**src/logic/scc_map.vh**
```
// constants for the sensor communication configuration register slice
// assumes byte-wide register access from the protocol engine
`ifndef SCC_MAP_VH
`define SCC_MAP_VH
`define SCC_ADDR_REGION_SEL 8'h14
`define SCC_ADDR_REGION_STAT 8'h15
`define SCC_ADDR_PROTOCOL 8'h16
`define SCC_ADDR_PHYS 8'h18
`define SCC_ADDR_SRC0 8'h1a
`define SCC_WIN_LO 8'ha0
`define SCC_RESET_BYTE 8'h00
`define SCC_ACT_LOADING 4'h0
`define SCC_ACT_OVERWRITTEN 4'h1
`define SCC_CODE_FIRST 4'ha
`define SCC_PROTO_DSI3 3'h0
`define SCC_PROTO_PSI5 3'h1
`define SCC_PROTO_DSI3_UV 3'h3
`define SCC_PROTO_PSI5_UV 3'h5
`define SCC_LOAD_CYCLES 5'h10
`endif

```
**src/logic/scc_regs.v**
```verilog
// sensor communication configuration register slice
// assumes one access per request from an in-order protocol engine on mclk
// Functional notes
// - sixteen-register window shared by all regions
// - active zero while loading, Ah-Fh name ranges
// - user overwrite of window sets code 0001
// - window read uses loaded region, same nibble
// - protocol register accessible in dsi3 or diagnostic
// - protocol field selects bus, switch, undervoltage
// - protocol changes disabling protocol are only stored; reset loads otp protocol
// - accesses completed strictly in arrival order
// - zero stored address means address is assigned
// - nonzero stored address skips discovery
// - writes change address; every reset restores otp
// - in psi5 address stored but unused
// - source 0: enable, format, identifier fields
`timescale 1ns/1ps
`include "scc_map.vh"
module scc_regs #(
	parameter LOAD_CYCLES = 16
) (
	input wire mclk,
	input wire rstn,
	input wire req_valid,
	input wire req_write,
	input wire [7:0] req_addr,
	input wire [7:0] req_wdata,
	output reg rsp_valid,
	output reg [7:0] rsp_rdata,
	output reg rsp_error,
	input wire psi5_diag_mode,
	input wire [2:0] otp_protocol,
	input wire [3:0] otp_phys_addr,
	input wire user_cfg_locked,
	input wire [3:0] discovered_addr,
	input wire discovered_valid,
	output wire otp_rd_en,
	output wire [7:0] otp_rd_addr,
	input wire [7:0] otp_rd_data,
	output reg [2:0] active_protocol,
	output wire dsi3_enabled,
	output wire psi5_enabled,
	output wire low_side_bus_switch,
	output wire bus_uv_detect,
	output wire discovery_enable,
	output wire [3:0] crm_phys_addr,
	output wire source0_enable,
	output wire [2:0] periodic_format_sel,
	output wire [3:0] source_id0,
	output wire [3:0] region_active
);
	// asynchronous assert, two-flop synchronous release
	reg rst_s1;
	reg rst_s2;
	always @(posedge mclk or negedge rstn) begin
		if (!rstn) begin
			rst_s1 <= 1'b0;
			rst_s2 <= 1'b0;
		end else begin
			rst_s1 <= 1'b1;
			rst_s2 <= rst_s1;
		end
	end
	wire rst_n = rst_s2;

	// one-hot states; strap runs once after every reset
	localparam ST_IDLE = 3'b001;
	localparam ST_LOAD = 3'b010;
	localparam ST_STRAP = 3'b100;

	reg [2:0] state;
	reg [3:0] region_load;
	reg [3:0] active_code;
	reg [3:0] load_idx;
	reg [7:0] window [0:15];
	reg [2:0] protocol_sel;
	reg [3:0] phys_addr;
	reg [7:0] source0;
	reg addr_fixed;
	reg [4:0] load_cnt;

	// load holds off window writes for a fixed settle span
	localparam integer LOAD_LAST_I = LOAD_CYCLES - 1;
	localparam [4:0] LOAD_LAST = LOAD_LAST_I[4:0];

	// register access allowed in dsi3 or psi5 diagnostic
	wire acc_ok = dsi3_enabled | psi5_diag_mode;
	wire [7:0] win_lo = `SCC_WIN_LO;
	wire is_win = (req_addr[7:4] >= win_lo[7:4]);
	wire wr = req_valid & req_write & acc_ok;
	wire [3:0] next_load = req_wdata[7:4];
	wire load_go = wr & (req_addr == `SCC_ADDR_REGION_SEL) & (next_load >= `SCC_CODE_FIRST);

	assign otp_rd_en = (state == ST_LOAD);
	assign otp_rd_addr = {region_load, load_idx};
	assign region_active = active_code;

	// protocol decode of the active selection
	assign dsi3_enabled = (active_protocol == `SCC_PROTO_DSI3) | (active_protocol == `SCC_PROTO_DSI3_UV);
	assign psi5_enabled = (active_protocol == `SCC_PROTO_PSI5) | (active_protocol == `SCC_PROTO_PSI5_UV);
	assign low_side_bus_switch = (active_protocol != `SCC_PROTO_DSI3);
	assign bus_uv_detect = active_protocol[1] | active_protocol[2];
	// zero address joins discovery, nonzero skips it; ignored in psi5
	assign discovery_enable = dsi3_enabled & ~addr_fixed;
	assign crm_phys_addr = dsi3_enabled ? phys_addr : 4'h0;
	assign source0_enable = source0[7];
	assign periodic_format_sel = source0[6:4];
	assign source_id0 = source0[3:0];

	// does a new value keep every protocol the active one enables
	function keeps_protocols;
		input [2:0] cur;
		input [2:0] nxt;
		begin
			keeps_protocols = (cur == nxt) |
				((cur == `SCC_PROTO_DSI3) & (nxt == `SCC_PROTO_DSI3_UV)) |
				((cur == `SCC_PROTO_PSI5) & (nxt == `SCC_PROTO_PSI5_UV));
		end
	endfunction

	integer i;
	always @(posedge mclk or negedge rst_n) begin
		if (!rst_n) begin
			state <= ST_STRAP;
			region_load <= 4'h0;
			active_code <= `SCC_ACT_LOADING;
			load_idx <= 4'h0;
			load_cnt <= 5'h00;
			protocol_sel <= 3'h0;
			active_protocol <= 3'h0;
			phys_addr <= 4'h0;
			source0 <= `SCC_RESET_BYTE;
			addr_fixed <= 1'b0;
			rsp_valid <= 1'b0;
			rsp_rdata <= `SCC_RESET_BYTE;
			rsp_error <= 1'b0;
			for (i = 0; i < 16; i = i + 1) begin
				window[i] <= `SCC_RESET_BYTE;
			end
		end else begin
			rsp_valid <= req_valid;
			rsp_error <= req_valid & ~acc_ok;
			rsp_rdata <= `SCC_RESET_BYTE;
			case (state)
				ST_STRAP: begin
					// otp values restored at every reset
					protocol_sel <= otp_protocol;
					active_protocol <= otp_protocol;
					phys_addr <= otp_phys_addr;
					addr_fixed <= (otp_phys_addr != 4'h0);
					state <= ST_IDLE;
				end
				ST_LOAD: begin
					window[load_idx] <= otp_rd_data;
					load_idx <= load_idx + 4'h1;
					load_cnt <= load_cnt + 5'h01;
					if (load_cnt == LOAD_LAST) begin
						active_code <= region_load;
						state <= ST_IDLE;
					end
				end
				ST_IDLE: begin
					state <= ST_IDLE;
				end
				default: state <= ST_IDLE;
			endcase
			// a new load wins; window writes only while no load runs
			if (load_go) begin
				region_load <= next_load;
				active_code <= `SCC_ACT_LOADING;
				load_idx <= 4'h0;
				load_cnt <= 5'h00;
				state <= ST_LOAD;
			end else if (wr & is_win & (state == ST_IDLE)) begin
				window[req_addr[3:0]] <= req_wdata;
				active_code <= `SCC_ACT_OVERWRITTEN;
			end
			if (wr) begin
				case (req_addr)
					`SCC_ADDR_PROTOCOL: begin
						protocol_sel <= req_wdata[2:0];
						if (keeps_protocols(active_protocol, req_wdata[2:0])) begin
							active_protocol <= req_wdata[2:0];
						end
					end
					`SCC_ADDR_PHYS: begin
						phys_addr <= req_wdata[3:0];
						if (discovered_valid == 1'b0) begin
							addr_fixed <= addr_fixed;
						end
					end
					`SCC_ADDR_SRC0: source0 <= req_wdata;
					default: begin
					end
				endcase
			end
			if (discovered_valid & ~addr_fixed & ~(wr & (req_addr == `SCC_ADDR_PHYS))) begin
				phys_addr <= discovered_addr;
			end
			// registered read data, zero for writes and unmapped
			if (req_valid & ~req_write & acc_ok) begin
				if (is_win) begin
					rsp_rdata <= window[req_addr[3:0]];
				end else begin
					case (req_addr)
						`SCC_ADDR_REGION_SEL: rsp_rdata <= {region_load, 4'h0};
						`SCC_ADDR_REGION_STAT: rsp_rdata <= {active_code, 4'h0};
						`SCC_ADDR_PROTOCOL: rsp_rdata <= {5'h00, protocol_sel};
						`SCC_ADDR_PHYS: rsp_rdata <= {4'h0, phys_addr};
						`SCC_ADDR_SRC0: rsp_rdata <= source0;
						default: rsp_rdata <= `SCC_RESET_BYTE;
					endcase
				end
			end
		end
	end
endmodule

```
**config.mk**
```make
export PLATFORM = sky130hd
export DESIGN_NAME = scc_regs
export DESIGN_NICKNAME = d
export VERILOG_FILES = /design/src/logic/scc_regs.v
export VERILOG_INCLUDE_DIRS = /design/src /design/src/logic
export SDC_FILE = /design/constraint.sdc
export NUM_CORES = 1
export LEC_CHECK = 0
export BUFFER_PORTS_ARGS = -buffer_cell sky130_fd_sc_hd__buf_2
export CORE_ASPECT_RATIO = 1.25
export CORE_MARGIN = 2
export CORE_UTILIZATION = 40
export CTS_BUF_LIST = sky130_fd_sc_hd__clkbuf_8
export DETAILED_ROUTE_END_ITERATION = 6
export PLACE_DENSITY_LB_ADDON = 0.08
export SYNTH_ARGS = -nofsm -noshare
export SYNTH_HDL_FRONTEND = slang
export SYNTH_SLANG_ARGS = --single-unit
```
**constraint.sdc**
```tcl
create_clock -name mclk -period 5.69 [get_ports mclk]
set_input_delay 1.138 -clock mclk [delete_from_list [all_inputs] [get_ports mclk]]
set_output_delay 1.138 -clock mclk [all_outputs]
set_load 0.02 [all_outputs]
```
# Word level (Yosys, flattened, before mapping)
# Cells that the tools add are included.
# word_totals
reg_bits,179
out_inout_bits,43
# classes
add_sub_neg,2
n_mux,42
eq_ne,17
n_reduce_logical,10
n_bitwise,27
n_lt_le_gt_ge,6
# op_table
operator,count
128-bit 2-to-1 mux,3
128-bit bitwise mux,2
8-bit demux with 4-bit select,2
8-bit 2-to-1 mux,6
4-bit 2-to-1 mux,11
8-bit by 5-bit == test with 1-bit output (second input constant),5
8-bit one-hot mux with 5 select lines,1
8-bit binary-select mux with 4-bit select,1
3-bit 2-to-1 mux,10
1-bit bitwise AND,15
5-bit greater-or-equal comparator (second input constant),2
5-bit by 1-bit less-than comparator with 1-bit output (second input constant),2
5-bit 2-to-1 mux,2
4-bit NOT with 5-bit output,2
3-bit by 2-bit == test with 1-bit output (second input constant),3
3-bit == test (second input constant),3
3-bit nonzero test,3
4-bit greater-or-equal comparator (second input constant),2
3-bit by 1-bit == test with 1-bit output (second input constant),2
1-bit OR,6
5-bit by 1-bit adder with 5-bit output (second input constant),1
5-bit by 4-bit == test with 1-bit output (second input constant),1
4-bit by 1-bit adder with 4-bit output (second input constant),1
1-bit 2-to-1 mux,4
9 further kinds,14

# Logic depth before layout (Yosys ltp)
# Gate-level depths: netlist of the first run.
# depth
word_depth,10
ltp_mapped,9
ltp_nobuf,6

# Worst setup path before layout of the first run
# Ideal clock, no wire load.
# synth_timing
path_kind,input to register
startpoint,in req_addr[5]
endpoint,reg active_protocol[2]
stages,5
arrival_ps,2649
path_buffers,0
setup_ps,128
setup_slack_ps,2913
path_cell_list,or4b_1 > nor2_1 > nand4_2 > nor2_2 > mux2_1
# synth_between
elab_chain_cells,3
# synth_lines
element,line,text
"start, declared",scc_regs.v:26,"input wire [7:0] req_addr,"
8-bit by 5-bit == test with 1-bit output,scc_regs.v:179,case (req_addr)
3-bit 2-to-1 mux,scc_regs.v:179,
3-bit 2-to-1 mux,scc_regs.v:178,if (wr) begin
"end signal, assigned",scc_regs.v:148,active_protocol <= otp_protocol;
"end signal, assigned",scc_regs.v:183,active_protocol <= req_wdata[2:0];
"end, declared",scc_regs.v:40,"output reg [2:0] active_protocol,"
# No other way between the ends.
# A chain may end at the register's enable or synchronous reset.

# Final worst setup path of the first run
# layout_timing
startpoint,in req_addr[0]
endpoint,reg window[54] in the netlist's numbering
# layout_between
elab_chain_cells,8
# layout_lines
element,line,text
4-bit NOT with 5-bit output (implied by the code),scc_regs.v:175,window[req_addr[3:0]] <= req_wdata;
5-bit greater-or-equal comparator (implied by the code) / 5-bit by 1-bit less-than comparator with 1-bit output (equally long branches),scc_regs.v:175,
1-bit logical AND (implied by the code),scc_regs.v:175,
8-bit 2-to-1 mux (implied by the code),scc_regs.v:175,
8-bit demux with 4-bit select,scc_regs.v:175,
128-bit bitwise mux,scc_regs.v:175,
128-bit 2-to-1 mux,scc_regs.v:174,end else if (wr & is_win & (state == ST_IDLE)) begin
128-bit 2-to-1 mux (*),scc_regs.v:168,if (load_go) begin
"end signal, assigned by index",scc_regs.v:138,window[i] <= `SCC_RESET_BYTE;
"end signal, assigned by index",scc_regs.v:154,window[load_idx] <= otp_rd_data;
"end signal, assigned by index",scc_regs.v:175,
"end, declared",scc_regs.v:75,reg [7:0] window [0:15];
# Every way passes the cells marked *; elsewhere a longest branch is shown, timed or not.

==> results of run 1 <==
## through the flow
| step | utilization | hold slack, ps | std cells |
|---|---|---|---|
| 6_report | 0.449 | 357 | 1364 |
| 5_1_grt | 0.449 | 370 | 1364 |
| 4_1_cts | 0.449 | 361 | 1364 |
| 3_5_place_dp | 0.434 | 337 | 1332 |
| 3_3_place_gp | 0.434 | 335 | 1332 |
| 2_1_floorplan | - | 331 | 971 |
## metal layers
layer | vias to the layer above | global-route usage
met5 | - | 0
met3 | 25 | 0.0423
li1 | 3608 | -
met2 | 198 | 0.421
met1 | 3867 | 0.338
met4 | 0 | 0.0588
## worst min path at each step
stage | end | depth (start not counted)
6_report | rst_n | 0
5_1_grt | rst_n | 0
4_1_cts | rst_n | 0
3_5_place_dp | rst_n | 0
3_3_place_gp | rst_n | 0
2_1_floorplan | rst_n | 0
## sequential cells by signal, summed over array words and instances (netlist names)
register         count
window             128
rsp_rdata            8
source0              8
load_cnt             5
load_idx             4
phys_addr            4
region_active        4
region_load          4
active_protocol      3
protocol_sel         3
state                3
addr_fixed           1
rsp_error            1
rsp_valid            1
rst_n                1
rst_s1               1
## logic make-up (layout without fill, tap and decap cells)
kind of cell,after synthesis,count (layout),synth area share
flip-flops,179,179,0.449
AND/OR/NAND/NOR,307,307,0.152
adder cells (fa/ha/maj),6,6,0.00753
AO/OA/AOI/OAI,189,189,0.108
XOR/XNOR,10,10,0.0107
multiplexers,204,204,0.240
other,2,2,0.000753
buffers and inverters,74,137,0.0323
## power groups by stage
stage	clock (W)	combinational (W)	sequential, W
floorplan	0	0.000233	0.00145
global placement	0	0.000373	0.00144
detailed placement	0	0.000377	0.00144
CTS	0.000875	0.000378	0.00142
global route	0.000925	0.000412	0.00143
finish	0.000859	0.000376	0.00142
## cell type report
type                            count  area, um2  share of cell area
Multi-Input combinational cell    718       5180               0.470
Clock buffer                       18        248              0.0225
Sequential cell                   179       4480               0.408
Clock inverter                     14        115              0.0105
Inverter                            7       26.3             0.00239
Timing Repair Buffer               98        541              0.0491
Tap cell                          330        413              0.0375
## synthesized netlist by cell type (4+ instances only)
library cell	count
nand3_1	21
nor2b_1	18
o21ai_0	20
a211oi_1	10
xor2_1	7
and3_1	7
inv_1	7
mux2i_1	158
nor3_1	7
nor4_1	5
a21oi_1	127
a22oi_1	4
dfrtp_1	178
buf_1	10
mux4_2	26
buf_4	4
buf_2	17
a2111oi_0	5
clkbuf_1	35
nor2_1	153
nand3_2	6
mux2_2	19
a221oi_1	6
nand2b_1	6
ha_1	6
nand4_1	18
nand2_1	37
## critical path: stages
cell,delay [ps]
buf_2,600
buf_4,370
nor2b_1,710
nand3_1,570
a21oi_1,310
==> results.yml, run 1 <==
cts:
  cts_tree: "yes"
  clk_latency_ps: 490
  cts-hold-fix-buffers: 0
  post_cts_buffers: 0
  clockRootBuffer: "clkbuf_8"
  cts_sinks: 179
  ctsHtreeMaxLevel: 4
  cts_buffers: 17
  cts.clk_slew.worst_paths_ps: 110
  ctsLongestPathBuffers: 2
  cts_resized: 0
worst_setup_path:
  arrival_ps: 3730
  rr_startpoint: "active_protocol[0]"
  worst_r2r_endpoint: "source0[2]"
  critPathMaxFanout: 20
  rrSetupSlack_ps: 2960
  crit_required_ps: 6100
  crit_end: "window[54]"
  r2r_cells: 5
  crit_path_start: "req_addr[0]"
  end_kind: "flop"
  critPathKind: "input pin to flop"
  crit_path_start_kind: "input pin"
pwr:
  p_leak_nw: 5.25
  power.density_nw_per_um2: 241
  clkPwrFrac: 0.324
  seq_power_share: 0.535
  combPwrFrac: 0.142
  p_sw_frac: 0.296
  p_sw_w: 0.000785
  p_int_w: 0.00187
  ir_drop_mv: 0.147
  power_w: 0.00265
timing:
  slew_viol_final: 0
  rsz0062_at_grt: "no"
  setup_tns_ps: 0
  period_minus_slack_ps: 3320
  worst_slack_ps: 2370
  skew_ps: 22.6
  max_freq_mhz: 301
  post-route-period-util: 0.584
  finalSetupViolations: 0
  finalHoldViolCount: 0
  relSlewSlack: 0.224
  tightest_slew_ps: 1160
route:
  remaining_drc_errors: 0
  drt_iter0_markers: 656
  num_vias: 7698
  ant_nets: 0
  via_per_inst: 5.64
  wl_met2_um: 15800
  drt_wl_total_um: 32100
  top_layer: "met4"
  wl_per_cell_um: 23.6
  wl_met3_um: 1440
  dr.pass1.iters: 5
  wl_met1_um: 14400
logic_synthesis:
  netlist-cell-type-count: 63
  synth_area_um2: 9970
  seq_area_frac_synth: 0.449
  synth_edf_count: 0
  ys.flop_type: "dfrtp_1"
  syn-num-nets: 1019
  synth.avg_cell_area_um2: 10.3
  synthTopCellsByArea: "dfrtp_1 (45%), mux2i_1 (16%), a21oi_1 (6.4%)"
  synthDominantCellAreaShare: 0.447
  syn-instance-count: 971
  async_flop_share: 1.00
  synth-seq-cells: 179
  synth_area_leader_cell: "dfrtp_1"
  yosysWarnings: 0
cells_and_area:
  syn_to_final_growth_pct: 10.4
  final_layout_size_suffix_gt1_frac: 0.191
  design_area_um2: 11000
  nFillCells: 2426
  antenna_cells: 0
  final_common_cell: "dfrtp_1"
  final_cell_mix: "dfrtp_1 (177), mux2i_1 (158), nor2_1 (153)"
  fin_nets: 1069
place:
  placed_area_um2: 10600
  gp_congestion: 0.857
  pre_cts_slack_ps: 1820
  dp_hpwl_um: 21400
  portBuffers: 83
global_routing:
  grt.overflow.total: 0
  grt_pass1_wl_um: 49600
  antenna_found_initial: 0
  grt_usage: 0.250
  grt_max_degree: 178
  grt_pass1_vias: 7703
floorplan:
  core_um2: 24500
  pin_count: 85
  dieArea_um2: 26200
  fp.dieH_um: 180
  fp-row-count: 64
  die_width_um: 145
  initial_core_util: 0.407
run:
  maxCapViolCount: 0
hold_path:
  hold_path.class: "flop to flop"
  holdCritStartpoint: "rst_s1"
run_status:
  status: "finished clean"
(Power assumes the default switching activity.)
==> run 2: changes to the inputs <==
Clock period 5.69 ns to 3.4 ns, I/O delays scaled along.
==> run 2 against run 1 <==
  * Die area is the same
  * Critical path depth is 2 lower
  * Largest cell class unchanged
  * Clock-buffer cell count up 4
  * Combinational power rose by 68%
  * Global-route usage is 0.81 points higher
  * Highest routed layer unchanged
  * Utilization up 1.0 points
  * Clock skew down 3.0 ps
  * Flip-flop and latch count is the same
  * Design area grew 2.3%
  * First-iteration DRC count down 6.9%
==> results.yml, run 2 (synthesis results as in run 1) <==
cts:
  post_cts_buffers: 0
  ctsHtreeMaxLevel: 4
  clk_latency_ps: 490
  cts.clk_slew.worst_paths_ps: 100
  cts_tree: "yes"
  ctsLongestPathBuffers: 2
  cts_resized: 0
  clockRootBuffer: "clkbuf_8"
  cts_buffers: 17
  cts-hold-fix-buffers: 1
  cts_sinks: 179
floorplan:
  die_width_um: 145
  pin_count: 85
  fp.dieH_um: 180
  dieArea_um2: 26200
  core_um2: 24500
  initial_core_util: 0.407
  fp-row-count: 64
route:
  wl_per_cell_um: 23.7
  drt_wl_total_um: 32900
  num_vias: 7856
  ant_nets: 0
  drt_iter0_markers: 611
  remaining_drc_errors: 0
  via_per_inst: 5.65
  dr.pass1.iters: 5
timing:
  relSlewSlack: 0.412
  skew_ps: 19.6
  worst_slack_ps: 636
  tightest_slew_ps: 882
  period_minus_slack_ps: 2760
  setup_tns_ps: 0
  rsz0062_at_grt: "no"
  hold_ws_ps: 356
  slew_viol_final: 0
  finalSetupViolations: 0
  finalHoldViolCount: 0
  max_freq_mhz: 362
  post-route-period-util: 0.813
pwr:
  p_sw_w: 0.00132
  power_w: 0.00454
  ir_drop_mv: 0.241
  p_sw_frac: 0.290
  clkPwrFrac: 0.334
  combPwrFrac: 0.139
  power.density_nw_per_um2: 404
  p_int_w: 0.00323
  seq_power_share: 0.526
  p_leak_nw: 5.39
worst_setup_path:
  crit_path_start_kind: "flop"
  crit_required_ps: 2720
  critPathKind: "flop to primary output"
  cp_cell_sequence: "nor3b_4 > buf_4 > buf_2"
  arrival_ps: 2080
  slowest_stage: "nor3b_4"
  worst-path-buf-inv: 2
  end_kind: "primary output"
  max_stage_delay_ps: 600
  path_delay_family: "simple AND/OR/NAND/NOR gates"
  critPathMaxFanout: 16
global_routing:
  grt_max_degree: 62
  antenna_found_initial: 0
  grt_usage: 0.258
  grt_pass1_vias: 7855
  grt_pass1_wl_um: 50800
  grt.overflow.total: 0
cells_and_area:
  final_cell_mix: "dfrtp_1 (177), mux2i_1 (158), nor2_1 (153)"
  syn_to_final_growth_pct: 12.9
  antenna_cells: 0
  largest_register_ffs: 128
  largest_register: "window"
  nFillCells: 2377
  design_area_um2: 11300
  final_common_cell: "dfrtp_1"
  final_layout_size_suffix_gt1_frac: 0.214
  reg_top3: "window: 128 flops, rsp_rdata: 8 flops, source0: 8 flops"
  fin_nets: 1096
place:
  pre_cts_slack_ps: 472
  gp_congestion: 0.849
  placed_area_um2: 10800
  dp_hpwl_um: 22600
  portBuffers: 83
hold_path:
  hold_path.class: "input pin to flop"
run_status:
  status: "finished clean"
run:
  maxCapViolCount: 0
[run 2: cell count changes in the layout (fill, tap and decap cells not counted)]
cell	previous run	this run
buf_4	14	39
clkinvlp_4	2	4
dlygate4sd3_1	0	1
clkbuf_8	18	22
clkinv_4	3	1
buf_12	1	2
clkinv_2	3	2
inv_1	10	7
[run 2: path summary, 6_finish.rpt]
check / from / to / slack, ps / depth (start not counted)
setup / recovery: state[0] / otp_rd_en / 640 / 3
hold / removal: req_valid / rsp_valid / 360 / 1
setup reg to reg: active_protocol[0] / window[61] / 790 / 7
hold reg to reg: rst_s1 / rst_n / 360 / 0
max in group asynchronous: rst_n / window[55] / 2060 / 1
min in group asynchronous: rst_n / window[109] / 470 / 0
[run 2: final cells by class]
| cell class | count | area (um2) | area share |
|---|---|---|---|
| inverter | 7 | 26.3 | 0.00233 |
| clock inverter | 10 | 96.3 | 0.00856 |
| multi-input combinational | 718 | 5180 | 0.460 |
| sequential | 179 | 4480 | 0.398 |
| tap | 330 | 413 | 0.0367 |
| timing repair buffer | 125 | 758 | 0.0673 |
| clock buffer | 22 | 303 | 0.0269 |
[run 2: power groups by stage]
stage | Clock (W) | Combinational, W | Sequential [W]
5_1_grt | 0.00164 | 0.000691 | 0.00241
2_1_floorplan | 0 | 0.000390 | 0.00243
3_5_place_dp | 0 | 0.000632 | 0.00243
3_3_place_gp | 0 | 0.000622 | 0.00243
6_report | 0.00152 | 0.000632 | 0.00239
4_1_cts | 0.00155 | 0.000634 | 0.00239
[run 2: routing by layer]
layer  routed length (um)  global-route usage  up-vias
met2                16300               0.434      259
met4                  810              0.0816        0
li1                     -                   -     3652
met3                 1580              0.0342       35
met1                14300               0.347     3910
met5                    0                   0        -
[run 2: per-stage QoR]
step | util | cells
final | 0.459 | 1391
after CTS | 0.459 | 1391
after detailed placement | 0.443 | 1358
after global routing | 0.459 | 1391
after global placement | 0.443 | 1358
after floorplan | - | 971
==> run 3: changes to the inputs <==
Clock period 3.4 ns to 2.7 ns, I/O delays scaled along.
==> run 3 against run 2 <==
  * Via count is 0.98% lower
  * Die area did not move
  * Register-to-register slack worse by 360 ps
  * Flip-flop and latch count unchanged
  * Worst hold slack got worse by 130 ps
==> results.yml, run 3 (synthesis results as in run 1) <==
floorplan:
  initial_core_util: 0.407
  fp.dieH_um: 180
  fp-row-count: 64
  dieArea_um2: 26200
  pin_count: 85
  core_um2: 24500
  die_width_um: 145
cts:
  cts_sinks: 179
  cts.clk_slew.worst_paths_ps: 110
  cts_resized: 0
  cts_buffers: 17
  clk_latency_ps: 480
  ctsLongestPathBuffers: 2
  ctsHtreeMaxLevel: 4
  post_cts_buffers: 0
  cts_tree: "yes"
  clockRootBuffer: "clkbuf_8"
route:
  wl_per_cell_um: 22.3
  drt_wl_total_um: 31800
  ant_nets: 0
  remaining_drc_errors: 0
  num_vias: 7779
  dr.pass1.iters: 5
  drt_iter0_markers: 595
  via_per_inst: 5.47
global_routing:
  antenna_found_initial: 0
  grt_max_degree: 48
  grt_usage: 0.245
  grt_pass1_wl_um: 49000
  grt_pass1_vias: 7820
  grt.overflow.total: 0
worst_setup_path:
  rr_startpoint: "active_protocol[0]"
  end_kind: "primary output"
  crit_required_ps: 2160
  critPathMaxFanout: 15
  crit_path_start: "state[0]"
  arrival_ps: 1860
  crit_path_start_kind: "flop"
  critPathKind: "flop to primary output"
place:
  gp_congestion: 0.865
  portBuffers: 83
  dp_hpwl_um: 23100
  dp.cells: 1390
cells_and_area:
  antenna_cells: 0
  final_common_cell: "dfrtp_1"
  fin_nets: 1128
  largest_register_ffs: 128
  nFillCells: 2342
  final_cell_mix: "dfrtp_1 (177), mux2i_1 (158), nor2_1 (153)"
  reg_top3: "window: 128 flops, rsp_rdata: 8 flops, source0: 8 flops"
  final_cells: 1423
  final_layout_size_suffix_gt1_frac: 0.236
  largest_register: "window"
  syn_to_final_growth_pct: 16.5
  fin_util: 0.474
pwr:
  ir_drop_mv: 0.292
  power.density_nw_per_um2: 521
  p_leak_nw: 5.59
timing:
  setup_tns_ps: 0
  post-route-period-util: 0.888
  max_freq_mhz: 417
  finalSetupViolations: 0
  finalHoldViolCount: 0
  period_minus_slack_ps: 2400
  tightest_slew_ps: 619
  skew_ps: 21.2
  slew_viol_final: 0
  rsz0062_at_grt: "no"
  relSlewSlack: 0.587
run_status:
  status: "finished clean"
hold_path:
  holdCritStartpoint: "req_valid"
  hold_path.class: "input pin to flop"
run:
  maxCapViolCount: 0
[run 3: worst paths after layout]
kind,end,slack [ps],cells after the start
max,otp_rd_en,300,3
min,rsp_valid,220,1
max reg2reg,window[89],430,6
min reg2reg,window[101],350,0
max in group asynchronous,active_protocol[1],1650,1
min in group asynchronous,window[101],350,0
[run 3: through the flow]
| stage | hold WS (ps) | power [W] | setup WS (ps) | instance area, um2 |
|---|---|---|---|---|
| after detailed placement | 327 | 0.00388 | 14.5 | 11100 |
| after floorplan | 244 | 0.00355 | 521 | 9970 |
| after global routing | 208 | 0.00629 | 216 | 11600 |
| final | 225 | 0.00605 | 302 | 11600 |
| after global placement | 325 | 0.00387 | 36.4 | 11100 |
| after CTS | 196 | 0.00611 | 277 | 11600 |
[run 3: critical path, cell delays in order, from the launching register on]
cell and delay, ps:
dfrtp_1 470, nor3b_4 410, buf_4 290, buf_2 200
[run 3: where the power goes]
group          switching [W]  internal (W)  total (W)
Clock                0.00108       0.00114    0.00222
Combinational       0.000472      0.000352   0.000824
Sequential          0.000135       0.00287    0.00301
Total                0.00168       0.00437    0.00605
[run 3: final cells by class]
class,count,area (um2),area share
Clock buffer,18,248,0.0213
Clock inverter,14,225,0.0194
Inverter,7,26.3,0.00226
Tap cell,330,413,0.0356
Sequential cell,179,4480,0.386
Multi-Input combinational cell,718,5180,0.446
Timing Repair Buffer,157,1040,0.0892
[run 3: per-layer routing]
layer / global-route usage / share of wire / up-vias
met1: 0.342 / 0.46 / 3837
met5: 0 / 0 / -
met2: 0.408 / 0.48 / 203
met4: 0.0600 / 0.016 / 0
li1: - / - / 3716
met3: 0.0316 / 0.039 / 23
[run 3: what timing repair did]
action | CTS | global route
endpoints found under the setup margin | 0 | 0
endpoints found under the hold margin | 2 | 0
hold buffers | 1 | 0
